$ cat config.mk
export PLATFORM = sky130hd
export DESIGN_NAME = rps_ctrl
export DESIGN_NICKNAME = d
export VERILOG_FILES = /design/src/rtl/rps_pkg.sv /design/src/rtl/rps_debounce.sv /design/src/rtl/rps_ctrl.sv
export SDC_FILE = /design/constraint.sdc
export NUM_CORES = 1
export LEC_CHECK = 0
export BUFFER_PORTS_ARGS = -buffer_cell sky130_fd_sc_hd__buf_2
export CAP_MARGIN = 20
export CORE_MARGIN = 3
export CORE_UTILIZATION = 64
export CTS_BUF_LIST = sky130_fd_sc_hd__clkbuf_8
export DETAILED_ROUTE_END_ITERATION = 8
export GPL_ROUTABILITY_DRIVEN = 0
export PLACE_DENSITY = 0.88
export SLEW_MARGIN = 0
export SYNTH_ARGS = -nofsm -noshare
export SYNTH_HDL_FRONTEND = slang
export SYNTH_SLANG_ARGS = --single-unit
$ cat constraint.sdc
create_clock -name clk -period 6.25 [get_ports clk]
set_input_delay 1.25 -clock clk [delete_from_list [all_inputs] [get_ports clk]]
set_output_delay 1.25 -clock clk [all_outputs]
set_load 0.02 [all_outputs]
$ cat src/rtl/rps_pkg.sv
// Package for the receiver pairing and self-test controller.
// Assumes a single 250 MHz clock; all times are counted in 1 ms ticks.
package rps_pkg;
    localparam int unsigned CLK_HZ = 250_000_000;
    localparam int unsigned ERASE_HOLD_MS = 10_000;
    localparam int unsigned LEARN_TIMEOUT_MS = 10_000;
    localparam int unsigned SUCCESS_FLASH_MS = 3_000;
    localparam int unsigned CARRIER_MS = 10_000;
    localparam int unsigned DEBOUNCE_MS = 20;
    localparam int unsigned TICK_US = 1_000;
    // Cycles in one millisecond tick
    localparam int unsigned TICK_CYC = CLK_HZ / 1_000_000 * TICK_US;
    localparam int unsigned NUM_CH = 8;
    localparam int unsigned MAX_PAIRS = 51;
    localparam int unsigned KEY_W = 24;
    // Indicator half periods, then self-test step and full flicker period, in ms ticks
    localparam int unsigned SLOW_HALF_MS = 500;
    localparam int unsigned FAST_HALF_MS = 50;
    localparam int unsigned COUNT_HALF_MS = 250;
    localparam int unsigned STEP_MS = 250;
    localparam int unsigned FLICKER_MS = 30;
    localparam logic [7:0] FOUR_ON_PAT = 8'h0F;
    localparam int unsigned MS_W = 14;
endpackage : rps_pkg

$ cat src/rtl/rps_debounce.sv
// Debouncer for the learn button, after a two-stage synchroniser.
// Assumes a 1 ms tick pulse from the main controller.
`timescale 1ns/1ns
module rps_debounce #(
    parameter int unsigned STABLE_TICKS = rps_pkg::DEBOUNCE_MS
) (
    // Clock and reset
    input wire logic clk,
    input wire logic rst_n,
    // Raw pin and timebase
    input wire logic raw_n,
    input wire logic tick,
    // Clean level, high while pressed
    output logic pressed
);
    import rps_pkg::*;
    logic s1_q, s2_q, pressed_q, pressed_d;
    logic [7:0] cnt_q, cnt_d;

    always_comb begin
        pressed_d = pressed_q;
        cnt_d = cnt_q;
        if (~s2_q == pressed_q) begin
            cnt_d = 8'h00;
        end else if (tick) begin
            if (cnt_q == 8'(STABLE_TICKS - 1)) begin
                pressed_d = ~s2_q;
                cnt_d = 8'h00;
            end else begin
                cnt_d = cnt_q + 8'h01;
            end
        end
    end

    always_ff @(posedge clk or negedge rst_n) begin
        if (!rst_n) begin
            s1_q <= 1'b1;
            s2_q <= 1'b1;
            pressed_q <= 1'b0;
            cnt_q <= 8'h00;
        end else begin
            s1_q <= raw_n;
            s2_q <= s1_q;
            pressed_q <= pressed_d;
            cnt_q <= cnt_d;
        end
    end

    assign pressed = pressed_q;
endmodule : rps_debounce

$ cat src/rtl/rps_ctrl.sv
// Pairing and self-test controller of the radio receiver.
// Assumes a radio modem that reports key codes, traffic and signal strength,
// and a non-volatile store behind the pairing write/erase strobes.
//
// Summary of operation
// Brief first press, on release: learn mode, channel 1, one flash.
// Further presses advance channel up to 8; flash count equals channel.
// Received handset key is bound to selected channel; rapid flashes.
// After pairing, fast flashing for 3 s, then leave learn mode.
// Learn held over 10 s erases every pairing.
// After erase, flash while button still held.
// Pairing store holds at most 51 key-to-output entries.
// Learn mode searching flashes indicator slowly.
// Learn mode times out after 10 s with no pairing.
// Normal operation: indicator flickers on radio traffic, else off.
// Learn held at power-up enters self-test.
// Self-test: all outputs driven, ramp 0-8-0, then four on four off. The ramp here ends at 1, not 0.
// Then full-power carrier for 10 s with indicator operating.
// Then signal strength bar graph on outputs 1-8.
// Learn input idles high, pulled low by the operator.
// External indicator output mirrors the on-board indicator.
// Handset pairing only when role-select is low (receiver).
// Learn input debounced and timed against local ms timebase.
// Indicator rates and bar thresholds are parameters.
// Pairings held in non-volatile store until erased.
`timescale 1ns/1ns
module rps_ctrl #(
    parameter int unsigned ERASE_MS = rps_pkg::ERASE_HOLD_MS,
    parameter int unsigned TIMEOUT_MS = rps_pkg::LEARN_TIMEOUT_MS,
    parameter int unsigned TICK_CYCLES = rps_pkg::TICK_CYC,
    // indicator rates and bar step
    parameter int unsigned SLOW_MS = rps_pkg::SLOW_HALF_MS,
    parameter int unsigned FAST_MS = rps_pkg::FAST_HALF_MS,
    parameter int unsigned BAR_STEP = 32
) (
    // Clock and reset
    input wire logic clk,
    input wire logic rst_n,
    // Pins
    input wire logic learn_button_input,
    input wire logic role_tx,
    // Radio modem side
    input wire logic key_valid,
    input wire logic [rps_pkg::KEY_W-1:0] key_code,
    input wire logic rf_activity,
    input wire logic [7:0] rssi,
    input wire logic rssi_valid,
    // Pairing store
    output logic pair_wr,
    output logic [rps_pkg::KEY_W-1:0] pair_key,
    output logic [2:0] pair_ch,
    output logic store_erase,
    output logic [5:0] pair_count,
    // Outputs
    output logic [rps_pkg::NUM_CH-1:0] ch_out,
    output logic ch_oe_n,
    output logic carrier_on,
    output logic led_onboard,
    output logic learn_indicator_output,
    output logic self_test
);
    import rps_pkg::*;

    typedef enum {
        S_BOOT, S_NORMAL, S_HOLD, S_ERASED, S_COUNT, S_SEARCH,
        S_SUCCESS, S_RAMP, S_QUAD, S_CARRIER, S_RSSI
    } rps_state_t;

    rps_state_t st_q, st_d;
    logic [17:0] tick_cnt_q, tick_cnt_d;
    logic tick_q, tick_d;
    logic pressed, pressed_q;
    logic [MS_W-1:0] ms_q, ms_d;
    logic [9:0] half_q, half_d;
    logic led_q, led_d;
    logic [3:0] flash_q, flash_d;
    logic [2:0] ch_q, ch_d;
    logic [3:0] step_q, step_d;
    logic [NUM_CH-1:0] out_q, out_d;
    logic oe_n_q, oe_n_d, car_q, car_d, wr_q, wr_d, er_q, er_d;
    logic [KEY_W-1:0] key_q, key_d;
    logic [5:0] cnt_q, cnt_d;
    logic ledx_q, st_flag_q, st_flag_d;
    // Role strap is a pin: two stages before any logic reads it
    logic role_s1_q, role_s2_q;

    // Bar graph: n lowest outputs lit
    function automatic logic [NUM_CH-1:0] bar(input logic [3:0] n);
        logic [NUM_CH-1:0] b;
        b = '0;
        for (int i = 0; i < NUM_CH; i++) begin
            if (4'(i) < n) begin
                b[i] = 1'b1;
            end
        end
        return b;
    endfunction : bar

    // debounce and timing
    rps_debounce #(
        .STABLE_TICKS(DEBOUNCE_MS)
    ) u_deb (
        .clk(clk),
        .rst_n(rst_n),
        .raw_n(learn_button_input),
        .tick(tick_q),
        .pressed(pressed)
    );

    logic released, press_edge;
    assign released = pressed_q & ~pressed;
    assign press_edge = ~pressed_q & pressed;

    always_comb begin
        tick_d = 1'b0;
        tick_cnt_d = tick_cnt_q + 18'h00001;
        if (tick_cnt_q == 18'(TICK_CYCLES - 1)) begin
            tick_cnt_d = 18'h00000;
            tick_d = 1'b1;
        end
    end

    always_comb begin
        st_d = st_q;
        ms_d = ms_q;
        half_d = half_q;
        led_d = led_q;
        flash_d = flash_q;
        ch_d = ch_q;
        step_d = step_q;
        out_d = out_q;
        oe_n_d = oe_n_q;
        car_d = 1'b0;
        wr_d = 1'b0;
        er_d = 1'b0;
        key_d = key_q;
        cnt_d = cnt_q;
        st_flag_d = st_flag_q;
        if (tick_q) begin
            ms_d = ms_q + MS_W'(1);
            half_d = half_q + 10'h001;
        end
        case (st_q)
            S_BOOT: begin
                // strap caught after debounce settles
                if (ms_q == MS_W'(DEBOUNCE_MS + 2)) begin
                    if (pressed) begin
                        st_d = S_RAMP;
                        st_flag_d = 1'b1;
                        // all channel pins become outputs
                        oe_n_d = 1'b0;
                        step_d = 4'h0;
                    end else begin
                        st_d = S_NORMAL;
                    end
                    ms_d = '0;
                    half_d = '0;
                end
            end
            S_NORMAL: begin
                // flicker while traffic
                led_d = rf_activity & (half_q < 10'(FLICKER_MS / 2));
                if (half_q >= 10'(FLICKER_MS - 1)) begin
                    half_d = '0;
                end
                // pairing only as receiver
                if (press_edge && !role_s2_q) begin
                    st_d = S_HOLD;
                    ms_d = '0;
                    ch_d = 3'h0;
                    led_d = 1'b0;
                end
            end
            S_HOLD: begin
                // long hold erases store
                if (ms_q >= MS_W'(ERASE_MS)) begin
                    er_d = 1'b1;
                    cnt_d = 6'h00;
                    st_d = S_ERASED;
                    half_d = '0;
                end else if (released) begin
                    // select channel, count flashes
                    flash_d = {1'b0, ch_q} + 4'h1;
                    st_d = S_COUNT;
                    half_d = '0;
                    led_d = 1'b1;
                end
            end
            S_ERASED: begin
                // flash until released
                if (half_q >= 10'(FAST_MS)) begin
                    half_d = '0;
                    led_d = ~led_q;
                end
                if (!pressed) begin
                    st_d = S_NORMAL;
                    led_d = 1'b0;
                end
            end
            S_COUNT: begin
                if (half_q >= 10'(COUNT_HALF_MS)) begin
                    half_d = '0;
                    led_d = ~led_q;
                    if (led_q) begin
                        flash_d = flash_q - 4'h1;
                        if (flash_q == 4'h1) begin
                            st_d = S_SEARCH;
                            ms_d = '0;
                        end
                    end
                end
            end
            S_SEARCH: begin
                // slow flash while searching
                if (half_q >= 10'(SLOW_MS)) begin
                    half_d = '0;
                    led_d = ~led_q;
                end
                // timeout without pairing
                if (ms_q >= MS_W'(TIMEOUT_MS)) begin
                    st_d = S_NORMAL;
                    led_d = 1'b0;
                end else if (press_edge) begin
                    // next channel, capped at 8
                    if (ch_q != 3'(NUM_CH - 1)) begin
                        ch_d = ch_q + 3'h1;
                    end
                    st_d = S_HOLD;
                    ms_d = '0;
                    led_d = 1'b0;
                end else if (key_valid) begin
                    // bind key if store has room
                    if (cnt_q < 6'(MAX_PAIRS)) begin
                        wr_d = 1'b1;
                        key_d = key_code;
                        cnt_d = cnt_q + 6'h01;
                    end
                    st_d = S_SUCCESS;
                    ms_d = '0;
                    half_d = '0;
                end
            end
            S_SUCCESS: begin
                // fast flash for 3 s
                if (half_q >= 10'(FAST_MS)) begin
                    half_d = '0;
                    led_d = ~led_q;
                end
                if (ms_q >= MS_W'(SUCCESS_FLASH_MS)) begin
                    st_d = S_NORMAL;
                    led_d = 1'b0;
                end
            end
            S_RAMP: begin
                // ramp 0 to 8 then back down to 1
                if (ms_q >= MS_W'(STEP_MS)) begin
                    ms_d = '0;
                    step_d = step_q + 4'h1;
                    if (step_q == 4'd15) begin
                        st_d = S_QUAD;
                        step_d = 4'h0;
                    end
                end
                out_d = bar((step_q <= 4'd8) ? step_q
                    : 4'(5'h10 - {1'b0, step_q}));
            end
            S_QUAD: begin
                out_d = step_q[0] ? ~FOUR_ON_PAT : FOUR_ON_PAT;
                if (ms_q >= MS_W'(STEP_MS)) begin
                    ms_d = '0;
                    step_d = step_q + 4'h1;
                    if (step_q == 4'd3) begin
                        st_d = S_CARRIER;
                        out_d = '0;
                    end
                end
            end
            S_CARRIER: begin
                // carrier with indicator lit
                car_d = 1'b1;
                led_d = 1'b1;
                if (ms_q >= MS_W'(CARRIER_MS)) begin
                    car_d = 1'b0;
                    led_d = 1'b0;
                    st_d = S_RSSI;
                end
            end
            S_RSSI: begin
                // bar graph from strength
                if (rssi_valid) begin
                    out_d = bar(4'((rssi / 8'(BAR_STEP)) > 8'd8
                        ? 8'd8 : rssi / 8'(BAR_STEP)));
                end
                ms_d = '0;
            end
            default: begin
                st_d = S_NORMAL;
            end
        endcase
    end

    always_ff @(posedge clk or negedge rst_n) begin
        if (!rst_n) begin
            st_q <= S_BOOT;
            tick_cnt_q <= '0;
            tick_q <= 1'b0;
            pressed_q <= 1'b0;
            ms_q <= '0;
            half_q <= '0;
            led_q <= 1'b0;
            ledx_q <= 1'b0;
            flash_q <= '0;
            ch_q <= '0;
            step_q <= '0;
            out_q <= '0;
            oe_n_q <= 1'b1;
            car_q <= 1'b0;
            wr_q <= 1'b0;
            er_q <= 1'b0;
            key_q <= '0;
            cnt_q <= '0;
            st_flag_q <= 1'b0;
            role_s1_q <= 1'b0;
            role_s2_q <= 1'b0;
        end else begin
            st_q <= st_d;
            tick_cnt_q <= tick_cnt_d;
            tick_q <= tick_d;
            pressed_q <= pressed;
            ms_q <= ms_d;
            half_q <= half_d;
            led_q <= led_d;
            // external drive mirrors on-board led
            ledx_q <= led_d;
            flash_q <= flash_d;
            ch_q <= ch_d;
            step_q <= step_d;
            out_q <= out_d;
            oe_n_q <= oe_n_d;
            car_q <= car_d;
            wr_q <= wr_d;
            er_q <= er_d;
            key_q <= key_d;
            cnt_q <= cnt_d;
            st_flag_q <= st_flag_d;
            role_s1_q <= role_tx;
            role_s2_q <= role_s1_q;
        end
    end

    assign pair_wr = wr_q;
    assign pair_key = key_q;
    assign pair_ch = ch_q;
    assign store_erase = er_q;
    assign pair_count = cnt_q;
    assign ch_out = out_q;
    assign ch_oe_n = oe_n_q;
    assign carrier_on = car_q;
    assign led_onboard = led_q;
    assign learn_indicator_output = ledx_q;
    assign self_test = st_flag_q;


    a_led_mirror: assert property (@(posedge clk) disable iff (!rst_n)
        ledx_q == led_q) else $error("indicator mirror differs");

    a_store_cap: assert property (@(posedge clk) disable iff (!rst_n)
        cnt_q <= 6'(MAX_PAIRS)) else $error("store over capacity");

    a_erase_cause: assert property (@(posedge clk) disable iff (!rst_n)
        $rose(er_q) |-> $past(st_q) == S_HOLD) else $error("stray erase");

    a_pair_write: assert property (@(posedge clk) disable iff (!rst_n)
        wr_q |-> st_q == S_SUCCESS && pair_key == key_q)
        else $error("write outside pairing");

    a_role_block: assert property (@(posedge clk) disable iff (!rst_n)
        (st_q == S_NORMAL && role_s2_q) |=> st_q != S_HOLD)
        else $error("pairing as transmitter");

    a_test_drive: assert property (@(posedge clk) disable iff (!rst_n)
        (st_q == S_RAMP || st_q == S_QUAD) |-> !oe_n_q)
        else $error("outputs not driven");

    a_carrier_only: assert property (@(posedge clk) disable iff (!rst_n)
        car_q |-> $past(st_q) == S_CARRIER) else $error("stray carrier");

    a_idle_dark: assert property (@(posedge clk) disable iff (!rst_n)
        (st_q == S_NORMAL && !rf_activity)[*2] |-> !led_q)
        else $error("led lit without traffic");
endmodule : rps_ctrl

==> qor.yml, run 1 <==
status: "finished, final reports clean"
postLayoutCellArea_mm2: 0.00696
die_x_um: 104
cts.sinks: 116
n_antenna_cell: 0
grt_util_all_layers: 0.260
worstSetupPathType: "reg -> reg"
syn_nets: 672
cp-start-kind: "flip-flop"
powerDensity_mw_per_mm2: 214
hp-class: "reg -> reg"
fillers: 572
cts_setup_buffers: 0
clock-skew-final_ns: 0.0148
drt-initial-drc-count: 387
grt_pass1_wl_mm: 23.3
htreeDepth: 4
regArea_mm2: 0.00291
core_area_mm2: 0.00898
power.leakage_nw: 3.30
worst_pin_slew_ns: 1.08
syn-instance-count: 616
grt_max_degree: 81
area_delta_synth_final_pct: 14.2
vias: 5012
totalWireLength_mm: 13.7
slew_viol_final: 0
io_pins: 87
irDropWorstVdd_uv: 222
synth_warnings: 0
cts_hold_buf: 0
multi_input_area_mm2: 0.00301
dieHeight_um: 104
maxCapViolations: 0
clk_path_buf_depth: 2
relSlewSlack: 0.267
crit_required_ns: 6.51
post_cts_resize_count: 0
path_clk_slew_ns: 0.08
layout_min_cycle_time_ns: 2.92
place_ws_ns: 3.44
rows: 34
setup_viol_count_final: 0
fmax_mhz: 342
numPortBuffers: 81
synth_flop_cell: "dfrtp_1"
arrival_ns: 3.18
cp_max_fo: 18
hpwlAfterDp_mm: 9.59
grt_antenna_before_repair: 0
clock_latency_ns: 0.42
synth.yosys.seq_area_share: 0.477
ant_nets: 0
synth_cell_types: 67
tritoncts: "yes"
layout_common_cells: "dfrtp_1, buf_2, nor2_1"
nets: 747
final_layout_size_suffix_gt1_frac: 0.233
start_util: 0.679
async_flop_share: 1.00
hold_viol: 0
rsz0062_at_grt: "no"
syn_area_mm2: 0.00610
drt-vias-per-instance: 6.04
hold_slack_ns: 0.356
routedWlPerCell_um: 16.5
avgSynthCellArea_um2: 9.90
period_share: 0.468
setup_tns_ns: 0
numCtsBuffers: 17
finalPower_mw: 1.49
grt_pass1_vias: 4956
layout_setup_ws_ns: 3.33
globalRouteOverflowTotal: 0
die-area_mm2: 0.0107
place_area_mm2: 0.00656
synth_edf_count: 0
drc: 0
clockRootBuffer: "clkbuf_8"
cp-end-kind: "flip-flop"
drt_pass1_iterations: 5
ys_ff_latch: 116
layout_commonest_cell: "dfrtp_1"
cells by family after synthesis:
| logic type | count (synthesis) | share of synthesized area |
|---|---|---|
| AND/OR/NAND/NOR | 244 | 0.207 |
| flip-flops | 116 | 0.477 |
| multiplexers | 35 | 0.0636 |
| adder cells (fa/ha/maj) | 17 | 0.0349 |
| XOR/XNOR | 41 | 0.0589 |
| AO/OA/AOI/OAI | 120 | 0.127 |
| buffers and inverters | 43 | 0.0312 |
path summary, 6_finish.rpt:
kind                                      startpoint                     end  slack [ns]  cells past startpoint
worst max-delay path             st_q[3]$_DFFE_PN0P_       ms_q[8]$_DFF_PN0_        3.33                      4
max in group asynchronous                      rst_n     ch_oe_n$_DFFE_PN1P_        4.19                      2
worst max register to register   st_q[3]$_DFFE_PN0P_       ms_q[8]$_DFF_PN0_        3.33                      4
min in group asynchronous                      rst_n  flash_q[2]$_DFFE_PN0P_        0.97                      1
worst min-delay path            u_deb.s1_q$_DFF_PN1_    u_deb.s2_q$_DFF_PN1_        0.36                      0
worst min register to register  u_deb.s1_q$_DFF_PN1_    u_deb.s2_q$_DFF_PN1_        0.36                      0
final cells by class:
type,count,area share
multi-input combinational,457,0.432
sequential,116,0.417
timing repair buffer,84,0.0618
clock buffer,17,0.0336
clock inverter,15,0.0244
tap,126,0.0226
inverter,15,0.00808
where the power goes:
group          internal, mW  switching, mW
sequential            0.752        0.00139
combinational       0.00990         0.0208
clock                 0.365          0.342
total                  1.13          0.364
cells in the mapped netlist, types with 14 or more instances:
cell	count	area, µm²
xor2_1	24	210
inv_1	15	56.3
a21oi_1	24	120
clkbuf_1	14	52.6
nor2_1	78	293
xnor2_1	17	149
mux2_2	30	338
ha_1	17	213
nor3_1	15	75.1
nand3_1	32	160
o21ai_0	46	230
dfrtp_1	113	2830
nand2_1	45	169
sequential cells by signal, indices dropped and copies added, names as in the netlist, 6 cells and up:
register / flops
pair_key: 24
tick_cnt_q: 18
ms_q: 14
half_q: 10
ch_out: 8
u_deb.cnt_q: 8
pair_count: 6
critical path, cell delays in order (launching register included):
cell and delay (ns):
dfrtp_1 0.70, nor3b_1 0.81, o22ai_1 0.28, a2111oi_4 0.83
nor2_1 0.14
per-layer routing:
layer,GRT usage,part of all wire,vias up
met5,0,0,-
met3,0.0653,0.059,35
li1,-,-,2349
met1,0.310,0.39,2432
met2,0.453,0.52,196
met4,0.102,0.027,0
stage by stage:
| step | std cells | util |
|---|---|---|
| 2_1_floorplan | 616 | - |
| 3_3_place_gp | 798 | 0.731 |
| 3_5_place_dp | 798 | 0.731 |
| 4_1_cts | 830 | 0.776 |
| 5_1_grt | 830 | 0.776 |
| 6_report | 830 | 0.776 |
Power figures use the tool's default switching activity.
==> inputs of run 2 (changes only) <==
- CORE_UTILIZATION: 64 -> 60
- PLACE_DENSITY: 0.88 -> 0.83
- clock period: 6.25 -> 2.95 ns (I/O delays scaled with it)
==> run 2 against run 1 <==
  * Non-clock buffer count grew 10
  * Cell count rose by 2.0%
  * Via count up 0.26%
  * Die area is 6.3% higher
  * Clock power is 110% higher
  * Critical path depth is 3 higher
==> qor.yml, run 2 (synthesis gave the netlist of run 1 again) <==
status: "finished, final reports clean"
numPortBuffers: 81  # unchanged
worst_pin_slew_ns: 0.532  # -0.553 ns
vias: 5025  # +0.26%
period_share: 0.858  # +0.390
arrival_ns: 2.84  # -0.34 ns
sw_frac_of_total: 0.224  # -0.0195
powerDensity_mw_per_mm2: 450  # +110%
grt_util_all_layers: 0.244  # -0.0157
ant_nets: 0  # unchanged
final_util: 0.721  # -0.0550
crit_required_ns: 3.26  # -3.25 ns
cts.sinks: 116  # unchanged
grt_pass1_wl_mm: 22.5  # -3.3%
dieHeight_um: 107  # +3.1%
rrSetupSlack_ns: 0.42  # -2.91 ns
path_clk_slew_ns: 0.07  # about the same
layout_min_cycle_time_ns: 2.53  # -0.393 ns
globalRouteOverflowTotal: 0  # unchanged
grt_antenna_before_repair: 0  # unchanged
critPathTopFamily: "simple AND/OR/NAND/NOR gates"
nets: 757  # +1.3%
totalWireLength_mm: 13.4  # -2.6%
cp-start-kind: "flip-flop"
start_util: 0.621  # -0.0583
die_x_um: 107  # +3.1%
clock_latency_ns: 0.43  # about the same
worstSetupPathType: "reg -> reg"
hpwlAfterDp_mm: 9.46  # -1.3%
p_clk_frac: 0.477  # +0.003
tritoncts: "yes"
cts_hold_buf: 0  # unchanged
layout_setup_ws_ns: 0.419  # -2.91 ns
final_layout_size_suffix_gt1_frac: 0.241  # +0.00794
post_cts_resize_count: 0  # unchanged
layout_common_cells: "dfrtp_1, buf_2, nor2_1"
layout_commonest_cell: "dfrtp_1"
clk_path_buf_depth: 2  # unchanged
drt_pass1_iterations: 5  # unchanged
routedWlPerCell_um: 15.8  # -4.6%
power_frac_seq: 0.501  # -0.004
core_area_mm2: 0.00982  # +9.4%
cp-end-kind: "flip-flop"
area_delta_synth_final_pct: 16.1
path_buf_inv: 1  # +1
grt_max_degree: 57  # -30%
relSlewSlack: 0.636  # +0.369
fillers: 719  # +26%
combinationalPowerShare: 0.022  # about the same
setup_viol_count_final: 0  # unchanged
grt_pass1_vias: 4916  # -0.81%
hp-class: "in -> async"
clockRootBuffer: "clkbuf_8"
power.leakage_nw: 3.36  # +1.9%
place_ws_ns: 0.443  # -2.99 ns
clock-skew-final_ns: 0.0119  # -0.00292 ns
setup_tns_ns: 0  # unchanged
drc: 0  # unchanged
hold_viol: 0  # unchanged
maxCapViolations: 0  # unchanged
io_pins: 87  # unchanged
n_antenna_cell: 0  # unchanged
numCtsBuffers: 17  # unchanged
htreeDepth: 4  # unchanged
largest_reg_flops: 24  # unchanged
slew_viol_final: 0  # unchanged
cp_slowest_cell: "or4_4"
crit_path_cell_trace: "or4_4 -> nor4_4 -> nor2_1 -> a211o_2 -> a2111oi_4 -> buf_4 -> nor2_1"
fmax_mhz: 395  # +16%
irDropWorstVdd_uv: 461  # +110%
drt-initial-drc-count: 330  # -15%
intPower_mw: 2.47  # +120%
die-area_mm2: 0.0114  # +6.3%
cp_max_fo: 14  # -4
hold_slack_ns: 0.0832  # -0.273 ns
p_switching_mw: 0.715  # +97%
crit_top_cell: "nor2_1"
drt-vias-per-instance: 5.93  # -1.8%
slowest_delay_ns: 0.58  # -0.25 ns
rsz0062_at_grt: "no"
rows: 36  # +5.9%
cts_setup_buffers: 0  # unchanged
-- run 2: cell types whose count changed in the layout (fill, tap and decap cells not counted), moves of 2 or more --
cell	delta
clkinvlp_4	+2
buf_12	+2
inv_8	-2
buf_4	+8
inv_1	+2
clkinv_4	-3
inv_6	-2
-- run 2: through the flow --
| stage | cells | total power [mW] | area [µm²] |
|---|---|---|---|
| floorplan | 616 | 1.64 | 6100 |
| global placement | 815 | 1.70 | 6670 |
| detailed placement | 815 | 1.70 | 6670 |
| CTS | 847 | 3.21 | 7080 |
| global route | 847 | 3.29 | 7080 |
| finish | 847 | 3.19 | 7080 |
-- run 2: area by class of cell --
class                   count  area [µm²]  area share
clock buffers              18         248      0.0350
clock inverters            14         161      0.0228
inverters                  15        56.3     0.00795
multi-input cells         457        3010       0.425
flip-flops and latches    116        2910       0.411
well taps                 133         166      0.0235
repair buffers             94         531      0.0750
-- run 2: path summary, 6_finish.rpt --
check / start / to / cells past startpoint
max: ms_q[8]$_DFF_PN0_ / ms_q[11]$_DFF_PN0_ / 7
min: rst_n / flash_q[1]$_DFFE_PN0P_ / 1
max reg2reg: ms_q[8]$_DFF_PN0_ / ms_q[11]$_DFF_PN0_ / 7
min reg2reg: u_deb.s1_q$_DFF_PN1_ / u_deb.s2_q$_DFF_PN1_ / 0
max in group asynchronous: rst_n / ms_q[11]$_DFF_PN0_ / 2
min in group clk: learn_button_input / u_deb.s1_q$_DFF_PN1_ / 1
-- run 2: per-layer routing --
metal / up-vias / track usage / routed length, µm
li1: 2372 / - / -
met1: 2453 / 0.308 / 5530
met2: 168 / 0.411 / 6920
met3: 32 / 0.0530 / 607
met4: 0 / 0.0968 / 309
met5: - / 0 / 0
-- run 2: worst register-to-register path, stage by stage, from the launching register on --
cell and delay [ns]:
dfrtp_1 0.44, or4_4 0.58, nor4_4 0.31, nor2_1 0.12, a211o_2 0.36, a2111oi_4 0.28, buf_4 0.25, nor2_1 0.08
-- run 2: power groups by stage --
stage	combinational (mW)	clock, mW	sequential, mW
after CTS	0.0713	1.54	1.60
after floorplan	0.00881	0	1.63
final	0.0687	1.52	1.60
after global routing	0.0782	1.61	1.60
after detailed placement	0.0707	0	1.63
after global placement	0.0690	0	1.63
